**config.mk**
```make
export PLATFORM = sky130hd
export DESIGN_NAME = slot_hotplug_event_controller
export DESIGN_NICKNAME = d
export VERILOG_FILES = /design/src/pkg/hotplug_pkg.sv /design/src/core/input_sync3.sv /design/src/core/interlock_pulse_driver.sv /design/src/core/slot_hotplug_event_controller.sv
export VERILOG_INCLUDE_DIRS = /design/src /design/src/pkg
export SDC_FILE = /design/constraint.sdc
export NUM_CORES = 1
export LEC_CHECK = 0
export ABC_AREA = 1
export CAP_MARGIN = 20
export CELL_PAD_IN_SITES_DETAIL_PLACEMENT = 1
export CELL_PAD_IN_SITES_GLOBAL_PLACEMENT = 1
export CORE_UTILIZATION = 47
export DETAILED_ROUTE_END_ITERATION = 8
export DONT_BUFFER_PORTS = 1
export GPL_TIMING_DRIVEN = 1
export PLACE_DENSITY_LB_ADDON = 0.1
export SLEW_MARGIN = 30
export SYNTH_ARGS = -nofsm -noshare
export SYNTH_HDL_FRONTEND = slang
export SYNTH_SLANG_ARGS = --single-unit
export TNS_END_PERCENT = 100
```
**constraint.sdc**
```tcl
create_clock -name i_sys_clk -period 2.3 [get_ports i_sys_clk]
set_input_delay 0.115 -clock i_sys_clk [delete_from_list [all_inputs] [get_ports i_sys_clk]]
set_output_delay 0.115 -clock i_sys_clk [all_outputs]
set_load 0.005 [all_outputs]
```
**src/pkg/hotplug_consts.svh**
```systemverilog
// Register map, field positions, reset values and timing counts
`ifndef HOTPLUG_CONSTS_SVH
`define HOTPLUG_CONSTS_SVH

// Sizes
`define NUM_PORTS 3
`define ADDR_W 8
`define CTL_W 12

// Global registers
`define REG_HP_CONFIG 8'h00
`define REG_GEV_CTL 8'h04
`define REG_GEV_STS 8'h08
`define REG_PWR_GPIO 8'h0c

// Per-port block: base + port * stride + offset
`define PORT_BASE 8'h20
`define PORT_SHIFT 5
`define REG_SLOT_CAP 8'h00
`define REG_SLOT_CTL 8'h04
`define REG_SLOT_STS 8'h08
`define REG_MSI_CAP 8'h0c
`define REG_COMMAND 8'h10

// Fields
`define CFG_LATCH_AS_ILOCK 0
`define CFG_LATCH_OFF 1
`define CFG_ILOCK_TOGGLE 2
`define PG_D3HOT_SW 3
`define PG_GPIO7_ALT 4
`define PG_GPIO7_DATA 5
`define PG_GPIO7_DIR 6
`define CAP_LATCH_PRESENT 2
`define CAP_HPC 6
`define CTL_HOTPLUG_INTERRUPT_GATE 5
`define CTL_PCC 10
`define CTL_EIC 11
`define EVT_ABP 0
`define EVT_PFD 1
`define EVT_LATCH_SENSOR_CHANGED_FLAG 2
`define EVT_PDC 3
`define EVT_CC 4
`define MSI_EN 16
`define CMD_LEGACY_IRQ_DISABLE 10

// Reset values
`define HP_CONFIG_RST 3'h0
`define PWR_GPIO_RST 7'h00
`define SLOT_CAP_RST 8'h44
`define SLOT_CTL_RST 12'h400

// Interlock pulse timing
`define ILOCK_MIN_MS 100
`define ILOCK_MAX_MS 150
`define SYS_CLK_KHZ 50000
`define ILOCK_PULSE_CYC (((`ILOCK_MIN_MS + `ILOCK_MAX_MS) / 2) * `SYS_CLK_KHZ)

`endif

```
**src/pkg/hotplug_pkg.sv**
```systemverilog
// Types shared by the hot-plug event controller
`default_nettype none
`include "hotplug_consts.svh"
package hotplug_pkg;
  typedef logic [`NUM_PORTS-1:0] port_vec_type;
  typedef logic [`ADDR_W-1:0] addr_type;
  typedef logic [31:0] word_type;
  typedef enum logic [1:0] {ST_LOAD_WAIT, ST_CAPTURE, ST_RUN} init_state_type;
endpackage
`default_nettype wire

```
**src/core/input_sync3.sv**
```systemverilog
// Three-flop synchroniser that accepts a change once stages two and three agree
`default_nettype none
module input_sync3 #(
  parameter int WIDTH = 1
) (
  input wire logic i_sys_clk,
  input wire logic i_reset,
  input wire logic [WIDTH-1:0] i_async,
  output var logic [WIDTH-1:0] o_stable
);
  logic [WIDTH-1:0] s1_reg;
  logic [WIDTH-1:0] s2_reg;
  logic [WIDTH-1:0] s3_reg;
  logic [WIDTH-1:0] stable_reg;

  // Shift chain, first stage read only by the second
  always_ff @(posedge i_sys_clk) begin
    if (i_reset) begin
      s1_reg <= '0;
      s2_reg <= '0;
      s3_reg <= '0;
    end else begin
      s1_reg <= i_async;
      s2_reg <= s1_reg;
      s3_reg <= s2_reg;
    end
  end

  // Hold the old level until stages two and three agree
  always_ff @(posedge i_sys_clk) begin
    if (i_reset) begin
      stable_reg <= '0;
    end else begin
      stable_reg <= (s2_reg & s3_reg) | (stable_reg & (s2_reg | s3_reg));
    end
  end

  assign o_stable = stable_reg;
endmodule // input_sync3
`default_nettype wire

```
**src/core/interlock_pulse_driver.sv**
```systemverilog
// Interlock output driver: timed pulse or toggle on each command
`default_nettype none
module interlock_pulse_driver #(
  parameter int PULSE_CYCLES = 1
) (
  input wire logic i_sys_clk,
  input wire logic i_reset,
  input wire logic i_fire,
  input wire logic i_toggle_mode,
  output var logic o_level
);
  localparam int CW = $clog2(PULSE_CYCLES + 1);
  logic [CW-1:0] count_reg;
  logic level_reg;

  // Pulse holds for PULSE_CYCLES edges, a new command restarts it
  always_ff @(posedge i_sys_clk) begin
    if (i_reset) begin
      count_reg <= '0;
      level_reg <= 1'b0;
    end else if (i_fire && i_toggle_mode) begin
      count_reg <= '0;
      level_reg <= ~level_reg;
    end else if (i_fire) begin
      count_reg <= CW'(PULSE_CYCLES);
      level_reg <= 1'b1;
    end else if (count_reg != '0) begin
      count_reg <= count_reg - 1'b1;
      if (count_reg == CW'(1)) begin
        level_reg <= 1'b0;
      end
    end
  end

  assign o_level = level_reg;
endmodule // interlock_pulse_driver
`default_nettype wire

```
**src/core/slot_hotplug_event_controller.sv**
```systemverilog
// Slot hot-plug controller: sensors, power, interlock and event signalling
//
// Our own choices: the strobed register port and the address map.
`default_nettype none
`include "hotplug_consts.svh"
module slot_hotplug_event_controller #(
  parameter int ILOCK_PULSE_CYCLES = `ILOCK_PULSE_CYC
) (
  input wire logic i_sys_clk,
  input wire logic i_reset,
  input wire logic i_eeprom_done,
  input wire hotplug_pkg::addr_type i_addr,
  input wire hotplug_pkg::word_type i_wdata,
  input wire logic i_wr_strobe,
  input wire logic i_rd_strobe,
  output var hotplug_pkg::word_type o_rdata,
  input wire hotplug_pkg::port_vec_type i_button_input,
  input wire hotplug_pkg::port_vec_type i_presence_input,
  input wire hotplug_pkg::port_vec_type i_power_fault_input,
  input wire hotplug_pkg::port_vec_type i_latch_sensor_input,
  output var hotplug_pkg::port_vec_type o_slot_power_output,
  output var hotplug_pkg::port_vec_type o_interlock_output,
  output var hotplug_pkg::port_vec_type o_msi_req,
  output var hotplug_pkg::port_vec_type o_intx_assert,
  output var hotplug_pkg::port_vec_type o_pme_req,
  output var logic o_general_event_output,
  output var logic o_gpio7_out,
  output var logic o_gpio7_oe
);
  import hotplug_pkg::*;

  // ------------------------------------------------------------
  // Decode helper
  // ------------------------------------------------------------

  // True when the address names register off of port p
  function automatic logic port_hit(input addr_type a, input int p,
                                    input addr_type off);
    return a == addr_type'(`PORT_BASE + (p << `PORT_SHIFT) + off);
  endfunction

  // ------------------------------------------------------------
  // State
  // ------------------------------------------------------------
  init_state_type state_reg;
  logic [2:0] hp_cfg_reg;
  logic [6:0] pwr_gpio_reg;
  port_vec_type gev_ctl_reg;
  port_vec_type gev_sts_reg;
  port_vec_type gev_sts_next;
  logic [7:0] slot_cap_reg [`NUM_PORTS];
  logic [`CTL_W-1:0] slot_ctl_reg [`NUM_PORTS];
  logic [4:0] evt_flag_reg [`NUM_PORTS];
  logic [4:0] evt_flag_next [`NUM_PORTS];
  logic [4:0] pend_prev_reg [`NUM_PORTS];
  logic [4:0] pend [`NUM_PORTS];
  port_vec_type msi_en_reg;
  port_vec_type intx_dis_reg;
  port_vec_type hpc_prev_reg;
  port_vec_type btn_s, pres_s, fault_s, latch_s;
  port_vec_type btn_prev_reg, pres_prev_reg, fault_prev_reg, latch_prev_reg;
  port_vec_type active, wr_ctl, ilock_fire, ilock_level, auto_off;
  port_vec_type int_fire, pme_fire, gev_fire, intx_level;
  port_vec_type power_reg, msi_req_reg, pme_req_reg, intx_reg;
  logic gev_out_reg;
  logic gpio_out_reg;
  logic gpio_oe_reg;
  word_type rd_word;
  word_type rdata_reg;

  // ------------------------------------------------------------
  // Sensor inputs from the expander side
  // ------------------------------------------------------------

  // All sensor lines cross into the clock domain together
  input_sync3 #(
    .WIDTH(4 * `NUM_PORTS)
  ) u_sensor_sync (
    .i_sys_clk(i_sys_clk),
    .i_reset(i_reset),
    .i_async({i_button_input, i_presence_input, i_power_fault_input,
              i_latch_sensor_input}),
    .o_stable({btn_s, pres_s, fault_s, latch_s})
  );

  // Previous samples; always tracked so the first sample is a capture
  always_ff @(posedge i_sys_clk) begin
    if (i_reset) begin
      btn_prev_reg <= '0;
      pres_prev_reg <= '0;
      fault_prev_reg <= '0;
      latch_prev_reg <= '0;
      hpc_prev_reg <= '0;
    end else begin
      btn_prev_reg <= btn_s;
      pres_prev_reg <= pres_s;
      fault_prev_reg <= fault_s;
      latch_prev_reg <= latch_s;
      for (int p = 0; p < `NUM_PORTS; p++) begin
        hpc_prev_reg[p] <= slot_cap_reg[p][`CAP_HPC];
      end
    end
  end

  // ------------------------------------------------------------
  // Expander start-up sequence
  // ------------------------------------------------------------

  // Wait for register loading, take one capture pass, then run
  always_ff @(posedge i_sys_clk) begin
    if (i_reset) begin
      state_reg <= ST_LOAD_WAIT;
    end else begin
      case (state_reg)
        ST_LOAD_WAIT: begin
          if (i_eeprom_done) begin
            state_reg <= ST_CAPTURE;
          end
        end
        ST_CAPTURE: state_reg <= ST_RUN;
        ST_RUN: state_reg <= ST_RUN;
        default: state_reg <= ST_LOAD_WAIT;
      endcase
    end
  end

  // ------------------------------------------------------------
  // Per-port event and output logic
  // ------------------------------------------------------------

  // Event sources, masking and routing for each port
  always_comb begin
    for (int p = 0; p < `NUM_PORTS; p++) begin
      // Port counts events only once its capability has stood a cycle
      active[p] = (state_reg == ST_RUN) && slot_cap_reg[p][`CAP_HPC]
                  && hpc_prev_reg[p];
      wr_ctl[p] = i_wr_strobe && port_hit(i_addr, p, `REG_SLOT_CTL);
      ilock_fire[p] = wr_ctl[p] && i_wdata[`CTL_EIC];
      auto_off[p] = hp_cfg_reg[`CFG_LATCH_OFF]
                    && slot_cap_reg[p][`CAP_LATCH_PRESENT] && latch_s[p];
      evt_flag_next[p] = evt_flag_reg[p];
      if (i_wr_strobe && port_hit(i_addr, p, `REG_SLOT_STS)) begin
        evt_flag_next[p] = evt_flag_reg[p] & ~i_wdata[4:0];
      end
      if (active[p]) begin
        // Set wins over a clear in the same cycle
        evt_flag_next[p][`EVT_ABP] = evt_flag_next[p][`EVT_ABP]
                                     | (btn_s[p] & ~btn_prev_reg[p]);
        evt_flag_next[p][`EVT_PFD] = evt_flag_next[p][`EVT_PFD]
                                     | (fault_s[p] & ~fault_prev_reg[p]);
        evt_flag_next[p][`EVT_LATCH_SENSOR_CHANGED_FLAG] = evt_flag_next[p][`EVT_LATCH_SENSOR_CHANGED_FLAG]
                                       | (~hp_cfg_reg[`CFG_LATCH_AS_ILOCK]
                                          & (latch_s[p] ^ latch_prev_reg[p]));
        evt_flag_next[p][`EVT_PDC] = evt_flag_next[p][`EVT_PDC]
                                     | (pres_s[p] ^ pres_prev_reg[p]);
        evt_flag_next[p][`EVT_CC] = evt_flag_next[p][`EVT_CC] | wr_ctl[p];
      end
      // Unmasked flags and their rising edges
      pend[p] = evt_flag_reg[p] & slot_ctl_reg[p][4:0];
      int_fire[p] = (|(pend[p] & ~pend_prev_reg[p]))
                    && slot_ctl_reg[p][`CTL_HOTPLUG_INTERRUPT_GATE] && !gev_ctl_reg[p];
      pme_fire[p] = (pwr_gpio_reg[p] || pwr_gpio_reg[`PG_D3HOT_SW])
                    && (|(pend[p] & ~pend_prev_reg[p] & 5'h0f))
                    && !gev_ctl_reg[p];
      gev_fire[p] = (|(pend[p] & ~pend_prev_reg[p])) && gev_ctl_reg[p];
      intx_level[p] = (|pend[p]) && slot_ctl_reg[p][`CTL_HOTPLUG_INTERRUPT_GATE]
                      && !gev_ctl_reg[p] && !msi_en_reg[p]
                      && !intx_dis_reg[p];
    end
  end

  // Sticky slot status flags and edge history
  always_ff @(posedge i_sys_clk) begin
    for (int p = 0; p < `NUM_PORTS; p++) begin
      if (i_reset) begin
        evt_flag_reg[p] <= '0;
        pend_prev_reg[p] <= '0;
      end else begin
        evt_flag_reg[p] <= evt_flag_next[p];
        pend_prev_reg[p] <= pend[p];
      end
    end
  end

  // Slot power follows power control unless the open latch forces off
  always_ff @(posedge i_sys_clk) begin
    if (i_reset) begin
      power_reg <= '0;
    end else begin
      for (int p = 0; p < `NUM_PORTS; p++) begin
        power_reg[p] <= !slot_ctl_reg[p][`CTL_PCC] && !auto_off[p];
      end
    end
  end

  // Interlock drivers, one per port
  for (genvar g = 0; g < `NUM_PORTS; g++) begin : g_ilock
    interlock_pulse_driver #(
      .PULSE_CYCLES(ILOCK_PULSE_CYCLES)
    ) u_ilock (
      .i_sys_clk(i_sys_clk),
      .i_reset(i_reset),
      .i_fire(ilock_fire[g]),
      .i_toggle_mode(hp_cfg_reg[`CFG_ILOCK_TOGGLE]),
      .o_level(ilock_level[g])
    );
  end

  // Interrupt and wake-up requests
  always_ff @(posedge i_sys_clk) begin
    if (i_reset) begin
      msi_req_reg <= '0;
      pme_req_reg <= '0;
      intx_reg <= '0;
    end else begin
      msi_req_reg <= int_fire & msi_en_reg;
      pme_req_reg <= pme_fire;
      intx_reg <= intx_level;
    end
  end

  // ------------------------------------------------------------
  // General event path
  // ------------------------------------------------------------

  // Status clears by write-one, a new event in that cycle wins
  always_comb begin
    gev_sts_next = gev_sts_reg;
    if (i_wr_strobe && i_addr == `REG_GEV_STS) begin
      gev_sts_next = gev_sts_reg & ~i_wdata[`NUM_PORTS-1:0];
    end
    gev_sts_next = gev_sts_next | gev_fire;
  end

  // Event output and shared pin seven
  always_ff @(posedge i_sys_clk) begin
    if (i_reset) begin
      gev_sts_reg <= '0;
      gev_out_reg <= 1'b0;
      gpio_out_reg <= 1'b0;
      gpio_oe_reg <= 1'b0;
    end else begin
      gev_sts_reg <= gev_sts_next;
      gev_out_reg <= |gev_sts_next;
      if (pwr_gpio_reg[`PG_GPIO7_ALT]) begin
        gpio_out_reg <= |gev_sts_next;
        gpio_oe_reg <= 1'b1;
      end else begin
        gpio_out_reg <= pwr_gpio_reg[`PG_GPIO7_DATA];
        gpio_oe_reg <= pwr_gpio_reg[`PG_GPIO7_DIR];
      end
    end
  end

  // ------------------------------------------------------------
  // Register writes
  // ------------------------------------------------------------

  // Global configuration registers
  always_ff @(posedge i_sys_clk) begin
    if (i_reset) begin
      hp_cfg_reg <= `HP_CONFIG_RST;
      pwr_gpio_reg <= `PWR_GPIO_RST;
      gev_ctl_reg <= '0;
    end else if (i_wr_strobe) begin
      case (i_addr)
        `REG_HP_CONFIG: hp_cfg_reg <= i_wdata[2:0];
        `REG_PWR_GPIO: pwr_gpio_reg <= i_wdata[6:0];
        `REG_GEV_CTL: gev_ctl_reg <= i_wdata[`NUM_PORTS-1:0];
        default: hp_cfg_reg <= hp_cfg_reg;
      endcase
    end
  end

  // Per-port capability, control, MSI and command registers
  always_ff @(posedge i_sys_clk) begin
    for (int p = 0; p < `NUM_PORTS; p++) begin
      if (i_reset) begin
        slot_cap_reg[p] <= `SLOT_CAP_RST;
        slot_ctl_reg[p] <= `SLOT_CTL_RST;
        msi_en_reg[p] <= 1'b0;
        intx_dis_reg[p] <= 1'b0;
      end else if (i_wr_strobe) begin
        if (port_hit(i_addr, p, `REG_SLOT_CAP)) begin
          slot_cap_reg[p] <= i_wdata[7:0];
        end
        if (port_hit(i_addr, p, `REG_SLOT_CTL)) begin
          // Command bit is a pulse and never stored
          slot_ctl_reg[p] <= {1'b0, i_wdata[`CTL_W-2:0]};
        end
        if (port_hit(i_addr, p, `REG_MSI_CAP)) begin
          msi_en_reg[p] <= i_wdata[`MSI_EN];
        end
        if (port_hit(i_addr, p, `REG_COMMAND)) begin
          intx_dis_reg[p] <= i_wdata[`CMD_LEGACY_IRQ_DISABLE];
        end
      end
    end
  end

  // ------------------------------------------------------------
  // Register reads
  // ------------------------------------------------------------

  // Read mux; unmapped addresses read zero
  always_comb begin
    rd_word = '0;
    case (i_addr)
      `REG_HP_CONFIG: rd_word[2:0] = hp_cfg_reg;
      `REG_PWR_GPIO: rd_word[6:0] = pwr_gpio_reg;
      `REG_GEV_CTL: rd_word[`NUM_PORTS-1:0] = gev_ctl_reg;
      `REG_GEV_STS: rd_word[`NUM_PORTS-1:0] = gev_sts_reg;
      default: rd_word = '0;
    endcase
    for (int p = 0; p < `NUM_PORTS; p++) begin
      if (port_hit(i_addr, p, `REG_SLOT_CAP)) begin
        rd_word[7:0] = slot_cap_reg[p];
      end
      if (port_hit(i_addr, p, `REG_SLOT_CTL)) begin
        rd_word[`CTL_W-1:0] = slot_ctl_reg[p];
      end
      if (port_hit(i_addr, p, `REG_SLOT_STS)) begin
        rd_word[4:0] = evt_flag_reg[p];
        rd_word[6] = pres_s[p];
        if (hp_cfg_reg[`CFG_LATCH_AS_ILOCK]) begin
          rd_word[5] = 1'b0;
          rd_word[7] = latch_s[p];
        end else begin
          rd_word[5] = latch_s[p];
          rd_word[7] = ilock_level[p];
        end
      end
      if (port_hit(i_addr, p, `REG_MSI_CAP)) begin
        rd_word[`MSI_EN] = msi_en_reg[p];
      end
      if (port_hit(i_addr, p, `REG_COMMAND)) begin
        rd_word[`CMD_LEGACY_IRQ_DISABLE] = intx_dis_reg[p];
      end
    end
  end

  // Read data stands only in the cycle after the strobe
  always_ff @(posedge i_sys_clk) begin
    if (i_reset) begin
      rdata_reg <= '0;
    end else begin
      rdata_reg <= i_rd_strobe ? rd_word : '0;
    end
  end

  // ------------------------------------------------------------
  // Outputs
  // ------------------------------------------------------------
  assign o_rdata = rdata_reg;
  assign o_slot_power_output = power_reg;
  assign o_interlock_output = ilock_level;
  assign o_msi_req = msi_req_reg;
  assign o_pme_req = pme_req_reg;
  assign o_intx_assert = intx_reg;
  assign o_general_event_output = gev_out_reg;
  assign o_gpio7_out = gpio_out_reg;
  assign o_gpio7_oe = gpio_oe_reg;
endmodule // slot_hotplug_event_controller
`default_nettype wire

```
* Word level (Yosys, flattened, before mapping)
Memories as Yosys holds them, arrays and structs flattened.
Cells that the tools add are included.
** Operators by class
- Add/subtract/negate cells :: 3
- Multipliers :: 0
- Divide/modulo/power cells :: 0
- $lt $le $gt $ge :: 0
- Eq/ne operators :: 24
- Shifts and indexed selects :: 0
- Mux-type cells :: 91
- Bitwise logic cells :: 74
- Reduce and logical (&&, ||, !) cells :: 117
** Operator list (number)
- $mux W23 :: 6
- $eq A8 B7 Y1 const B :: 10
- $mux W8 :: 9
- $eq A23 B1 Y1 const B :: 3
- $reduce_bool A23 Y1 :: 3
- $sub A23 B1 Y23 const B :: 3
- $mux W5 :: 12
- $logic_and A1 B1 Y1 :: 55
- $mux W1 :: 53
- $and A5 B5 Y5 :: 9
- $eq A8 B6 Y1 const B :: 5
- $mux W12 :: 3
- $mux W11 :: 3
- $reduce_or A5 Y1 :: 6
- $or A1 B1 Y1 :: 27
- $and A12 B12 Y12 :: 2
- $or A12 B12 Y12 :: 2
- $reduce_and A2 Y1 :: 12
- $not A5 Y5 :: 4
- $reduce_bool A3 Y1 :: 6
- $eq A8 B4 Y1 const B :: 2
- $logic_not A1 Y1 :: 15
- $pmux W3 S4 :: 1
- $reduce_or A3 Y1 :: 4
- 20 further kinds :: 54
** Storage, ports and cells
- Register bits after elaboration :: 206
- Latch bits :: 0
- RAM bits :: 87
- Memory bits (read-only) :: 0
- Input bits :: 57
- Output and inout port bits :: 50
- Word-level logic and storage cells :: 351
- Memories kept :: 4
** Memory list
- slot_ctl_reg :: depth 3, bits a word 11, read ports 3, clocked after Yosys merged registers in 0, write ports 3, line slot_hotplug_event_controller.sv:52 : logic [`CTL_W-1:0] slot_ctl_reg [`NUM_PORTS];
- slot_cap_reg :: depth 3, bits a word 8, read ports 3, clocked after Yosys merged registers in 0, write ports 3, line slot_hotplug_event_controller.sv:51 : logic [7:0] slot_cap_reg [`NUM_PORTS];
- evt_flag_reg :: depth 3, bits a word 5, read ports 3, clocked after Yosys merged registers in 0, write ports 3, line slot_hotplug_event_controller.sv:53 : logic [4:0] evt_flag_reg [`NUM_PORTS];
- pend_prev_reg :: depth 3, bits a word 5, read ports 3, clocked after Yosys merged registers in 0, write ports 3, line slot_hotplug_event_controller.sv:55 : logic [4:0] pend_prev_reg [`NUM_PORTS];

* Longest topological paths before layout
- Depth in word-level cells :: 11
- Depth in mapped cells :: 13
- Gate-level depth less buffers :: 13

* Modules after synthesis
A second synthesis with hierarchy kept.
** Unflattened totals
- Cells, all modules :: 1566
- Area total of the unflattened synthesis :: 12289.3 um^2
** By module, submodules not included
- slot_hotplug_event_controller :: times used 1, cells an instance 783, area an instance 6616.3 um^2, sequential area each 3633.5 um^2
- interlock_pulse_driver (g_ilock[0].u_ilock ...) :: times used 2, cells an instance 208, area an instance 1398.8 um^2, sequential area each 480.5 um^2
- input_sync3 :: times used 1, cells an instance 162, area an instance 1511.4 um^2, sequential area each 960.9 um^2
- interlock_pulse_driver (g_ilock[2].u_ilock) :: times used 1, cells an instance 205, area an instance 1363.8 um^2, sequential area each 480.5 um^2

* Least setup slack after synthesis
No wires, ideal clock.
- Kind :: flip-flop to flip-flop
- Start point :: register g_ilock[0].u_ilock.count_reg[0]
- End point :: register g_ilock[0].u_ilock.count_reg[20]
- Library setup time :: 0.119 ns
- Arrival time :: 1.620 ns
- Required time :: 2.181 ns
- Slack :: 0.561 ns
- Cell stages (with the launch flop) :: 11
- Path buffers :: 1
- Cell sequence :: dfxtp_1 > inv_1 > ha_1 > inv_1 > nor2_4 > nand2_2 > nor2_4 > nand3_2 > clkbuf_1 > nand3_1 > a21oi_1
** On the way
- Cells in the longest elaborated chain, start to end :: 3
** Ends and longest elaborated chain
- from (decl) :: line interlock_pulse_driver.sv:13 : logic [CW-1:0] count_reg;
- from (signal assigned) :: line interlock_pulse_driver.sv:25 : count_reg <= CW'(PULSE_CYCLES);
- from (signal assigned) :: line interlock_pulse_driver.sv:28 : count_reg <= count_reg - 1'b1;
- $sub A23 B1 Y23 :: line interlock_pulse_driver.sv:28
- $mux W23 :: line interlock_pulse_driver.sv:27 : end else if (count_reg != '0) begin
- $mux W23 :: line interlock_pulse_driver.sv:24 : end else if (i_fire) begin
Parallel ways exist; a longest one is shown, timed or not. The select of a mux whose other input is x is not followed.
A chain may end at the register's enable or synchronous reset.

* Worst setup path after layout
- Start point :: input i_addr[0]
- End point :: register msi_en_reg[0]
** On the way
- Cells in the longest elaborated chain, start to end :: 2
** Ends and longest elaborated chain
- from (decl) :: line slot_hotplug_event_controller.sv:12 : input wire hotplug_pkg::addr_type i_addr,
- $eq A8 B6 Y1 :: line slot_hotplug_event_controller.sv:39 : return a == addr_type'(`PORT_BASE + (p << `PORT_SHIFT) + off);
- $reduce_and A2 Y1 (no source line)
- to (signal, indexed assignment) :: line slot_hotplug_event_controller.sv:292 : msi_en_reg[p] <= i_wdata[`MSI_EN];
- to (decl) :: line slot_hotplug_event_controller.sv:57 : port_vec_type msi_en_reg;
No other way between the ends.

==> results by group <==
Worst setup path
  – CP dominant cell by count: dlygate4sd3_1
  – CP peak stage delay: between 0.5 and 0.6 ns
  – CP Buf/Inv Count: 3
  – CP max FO: 4
  – CP max-delay cell: dlygate4sd3_1
  – Critical path, cell by cell: dlygate4sd3_1 -> nor2_4 -> dlygate4sd3_1 -> nand3_1 -> nor2_1 -> nand2_1 -> o21ai_1 -> a21oi_1 -> dlygate4sd3_1
  – CP Capture Type: flip-flop
  – Crit path required time: 2.76 ns
  – Critical Path Start: i_addr[0]
  – Top cell family by delay on the critical path: buffers and inverters
  – Crit Path Category: primary input to flip-flop
  – CP Data Arrival Time: ~2.7 ns
  – Critical Path Source Type: primary input
  – Critical R2R Launch: g_ilock[0].u_ilock.count_reg[0]

Yosys
  – Ys Warns: 0
  – Area contributors post-synth: dfxtp_1 35%, edfxtp_1 14%, nor2_1 8.6%, nand2_1 8.0%, inv_1 5.2%
  – Top FF cell, synth: dfxtp_1
  – Syn Std Cell Area: about 12000 µm²
  – Cells after Synth: 1561
  – Cell variety after synth: 50
  – Seq/Total Area, Yosys: 0.4934
  – Post-synth top area cell: dfxtp_1
  – FF+latch count, synth: 273
  – Ys async rst share: 0
  – Syn avg cell area: 7.837 µm²
  – Yosys top cell area share: 0.3534
  – Post-synth EDFFs: 57

Clock tree
  – Clk sinks: around 270
  – Clock Tree Buf Depth: 3
  – CTS buffer count: 31
  – TritonCTS clock tree: built
  – Post-CTS Setup Repair Bufs: 0
  – Clock network latency to the later pin of the worst-skew pair: 0.58 ns
  – Clk root buf: clkbuf_16
  – H-Tree Level Count: 1
  – Clock transition at the registers of the reported paths: around 0.060 ns

Cells and area
  – Design Area, Final: 14020 µm²
  – Ant diodes: 0
  – Layout cells sized above 1: 0.1033
  – Nets: between 1500 and 2000
  – Most common cell after layout, fill and taps aside: nor2_1
  – Max reg flops: 69
  – Layout area overhead: 14.58%
  – Util after Layout: 0.5535
  – FILL cells: about 3100
  – Most frequent cells in the layout: 280 x nor2_1, 260 x nand2_1, 216 x dfxtp_1, 171 x inv_1, 101 x a21oi_1

Drt
  – Iter 0 DRT Violations: between 600 and 700
  – Total Wirelength: around 36000 µm
  – Avg WL per Cell: ~18 µm
  – DRT Pass-1 Iters: 7
  – Vias: 10540
  – Vias per Instance: ~5.4
  – DRC violations left: 0
  – DRT antenna net count: 0

Floorplanning
  – Core box area: ~25000 µm²
  – Die area: between 20000 and 30000 µm²
  – # IOs: around 110
  – Rows: 58
  – DIE HEIGHT: ~160 µm
  – Die Wd: around 160 µm
  – Starting Density: 0.4831

Power
  – P_sw: 5873 µW
  – Maximum VDD drop: roughly 830 µV
  – Leakage: 0.005857 µW
  – Total power: around 16000 µW
  – Switching Fraction: 0.3641
  – Int Pwr: a little over 10000 µW
  – Gate power share: 0.319
  – PD cells: approximately 1200 nW/µm²
  – Reg power frac: 0.366
  – Clock power share: 0.315

STA
  – Relative slew slack: 0.4070
  – Fin. max-slew vios: 0
  – Fmax: 456.9 MHz
  – TNS Setup: 0 ns
  – Setup-failing EPs final: 0
  – Min Hold Slack: ~0.037 ns
  – Slew @ Worst Pin: just under 0.9 ns
  – Tcrit/Tclk final: 0.9515
  – Final Hold Viols: 0
  – Min cycle time layout: 2.188 ns
  – RSZ-0062 raised after global routing: yes
  – Post-route clock skew: about 0.017 ns

Hold path
  – Worst hold path class: primary input to flip-flop
  – Worst Hold Launch: i_wdata[0]

Place
  – Port bufs: 0
  – GP Congestion: just under 0.9
  – Post-DP HPWL: between 20000 and 30000 µm
  – DP Area: between 10000 and 15000 µm²

GRT
  – First-pass GRT wire length: 57090 µm
  – Grt ovf: 0
  – Pin count of the biggest net entering global routing: around 100
  – Antenna violations before repair: 0
  – Total GRT Usage: 0.2740
  – Vias in the first global route: 10850

Run
  – Max-cap violations: 0

Outcome
  – Status: complete, no violations
per-stage QoR:
stage	setup WS, ns	instances
floorplan	0.5607	1580
global placement	0.3672	1864
detailed placement	0.3485	1864
CTS	0.06090	1966
global route	-0.02403	1966
finish	0.1115	1966
repair_timing:
action                     4_1_cts  5_1_grt
gates resized for setup          0        3
hold endpoints to repair       212        0
hold buffers                    44        0
setup endpoints to repair        0        2
Yosys cell counts, types with 4 or more instances:
cell type and count:
nor2_1 280, nand2_1 260, dfxtp_1 216, inv_1 171, a21oi_1 101, nand3_1 89
o21ai_0 70, edfxtp_1 57, buf_4 28, nand4_1 28, nor2_2 27, nor3_1 20
inv_2 19, clkbuf_1 17, nor2_4 15, xnor2_1 14, xor2_1 14, nor4_1 12
buf_2 11, nand2_2 10, nand3b_1 10, ha_1 9, or2_2 8, a31oi_1 7
a211oi_1 6, clkinv_1 5, nand3_2 5, nor3_2 5, o21ai_1 5, buf_1 4
o22ai_1 4, or2_0 4
power by group through the flow:
stage | Sequential, µW | Combinational [µW] | Clock [µW]
6_report | 5900 | 5140 | 5090
5_1_grt | 5960 | 5820 | 5360
4_1_cts | 5890 | 5130 | 5170
3_5_place_dp | 5980 | 4980 | 0
3_3_place_gp | 5970 | 4810 | 0
2_1_floorplan | 5840 | 3930 | 0
worst reg2reg max path: stages (launching register included):
cell and delay (ns):
dfxtp_1 0.41, inv_1 0.14, ha_1 0.24, inv_1 0.10
nor2_4 0.05, nand2_2 0.09, nor2_4 0.05, nand3_2 0.16
buf_4 0.19, nand2_1 0.07, or3_1 0.31, a21oi_1 0.12
routing by layer:
metal / global-route usage / vias up / share of wire
li1: - / 5096 / -
met5: 0 / - / 0
met1: 0.3455 / 5157 / 0.44
met3: 0.03428 / 63 / 0.041
met4: 0.08284 / 0 / 0.028
met2: 0.4848 / 219 / 0.50
layout make-up:
class | count | area, µm² | area share
tap | 330 | 412.9 | 0.02945
inverter | 195 | 732.0 | 0.05221
clock buffer | 48 | 982.2 | 0.07006
timing repair buffer | 61 | 585.6 | 0.04177
multi-input combinational | 1049 | 5175 | 0.3692
clock inverter | 10 | 95.09 | 0.006783
sequential | 273 | 6036 | 0.4306
logic make-up after synthesis:
group / count (synthesis) / synth area share
xor gates and xnor gates: 28 / 0.02005
adders and majority gates: 9 / 0.009204
and+or+nand+nor: 786 / 0.2959
buffers and inverters: 258 / 0.09071
DFF: 273 / 0.4934
other: 1 / 0.0003065
AOI/OAI and AO/OA: 206 / 0.09051
worst paths after layout:
kind | to | slack, ns | cells past startpoint
worst min register to register | u_sensor_sync.s2_reg[8] | 0.40 | 2
worst min-delay path | pwr_gpio_reg[0] | 0.04 | 2
worst max-delay path | msi_en_reg[0] | 0.11 | 9
worst max register to register | g_ilock[0].u_ilock.count_reg[3] | 0.31 | 11
Note: power is estimated with default switching activity, not from simulation.
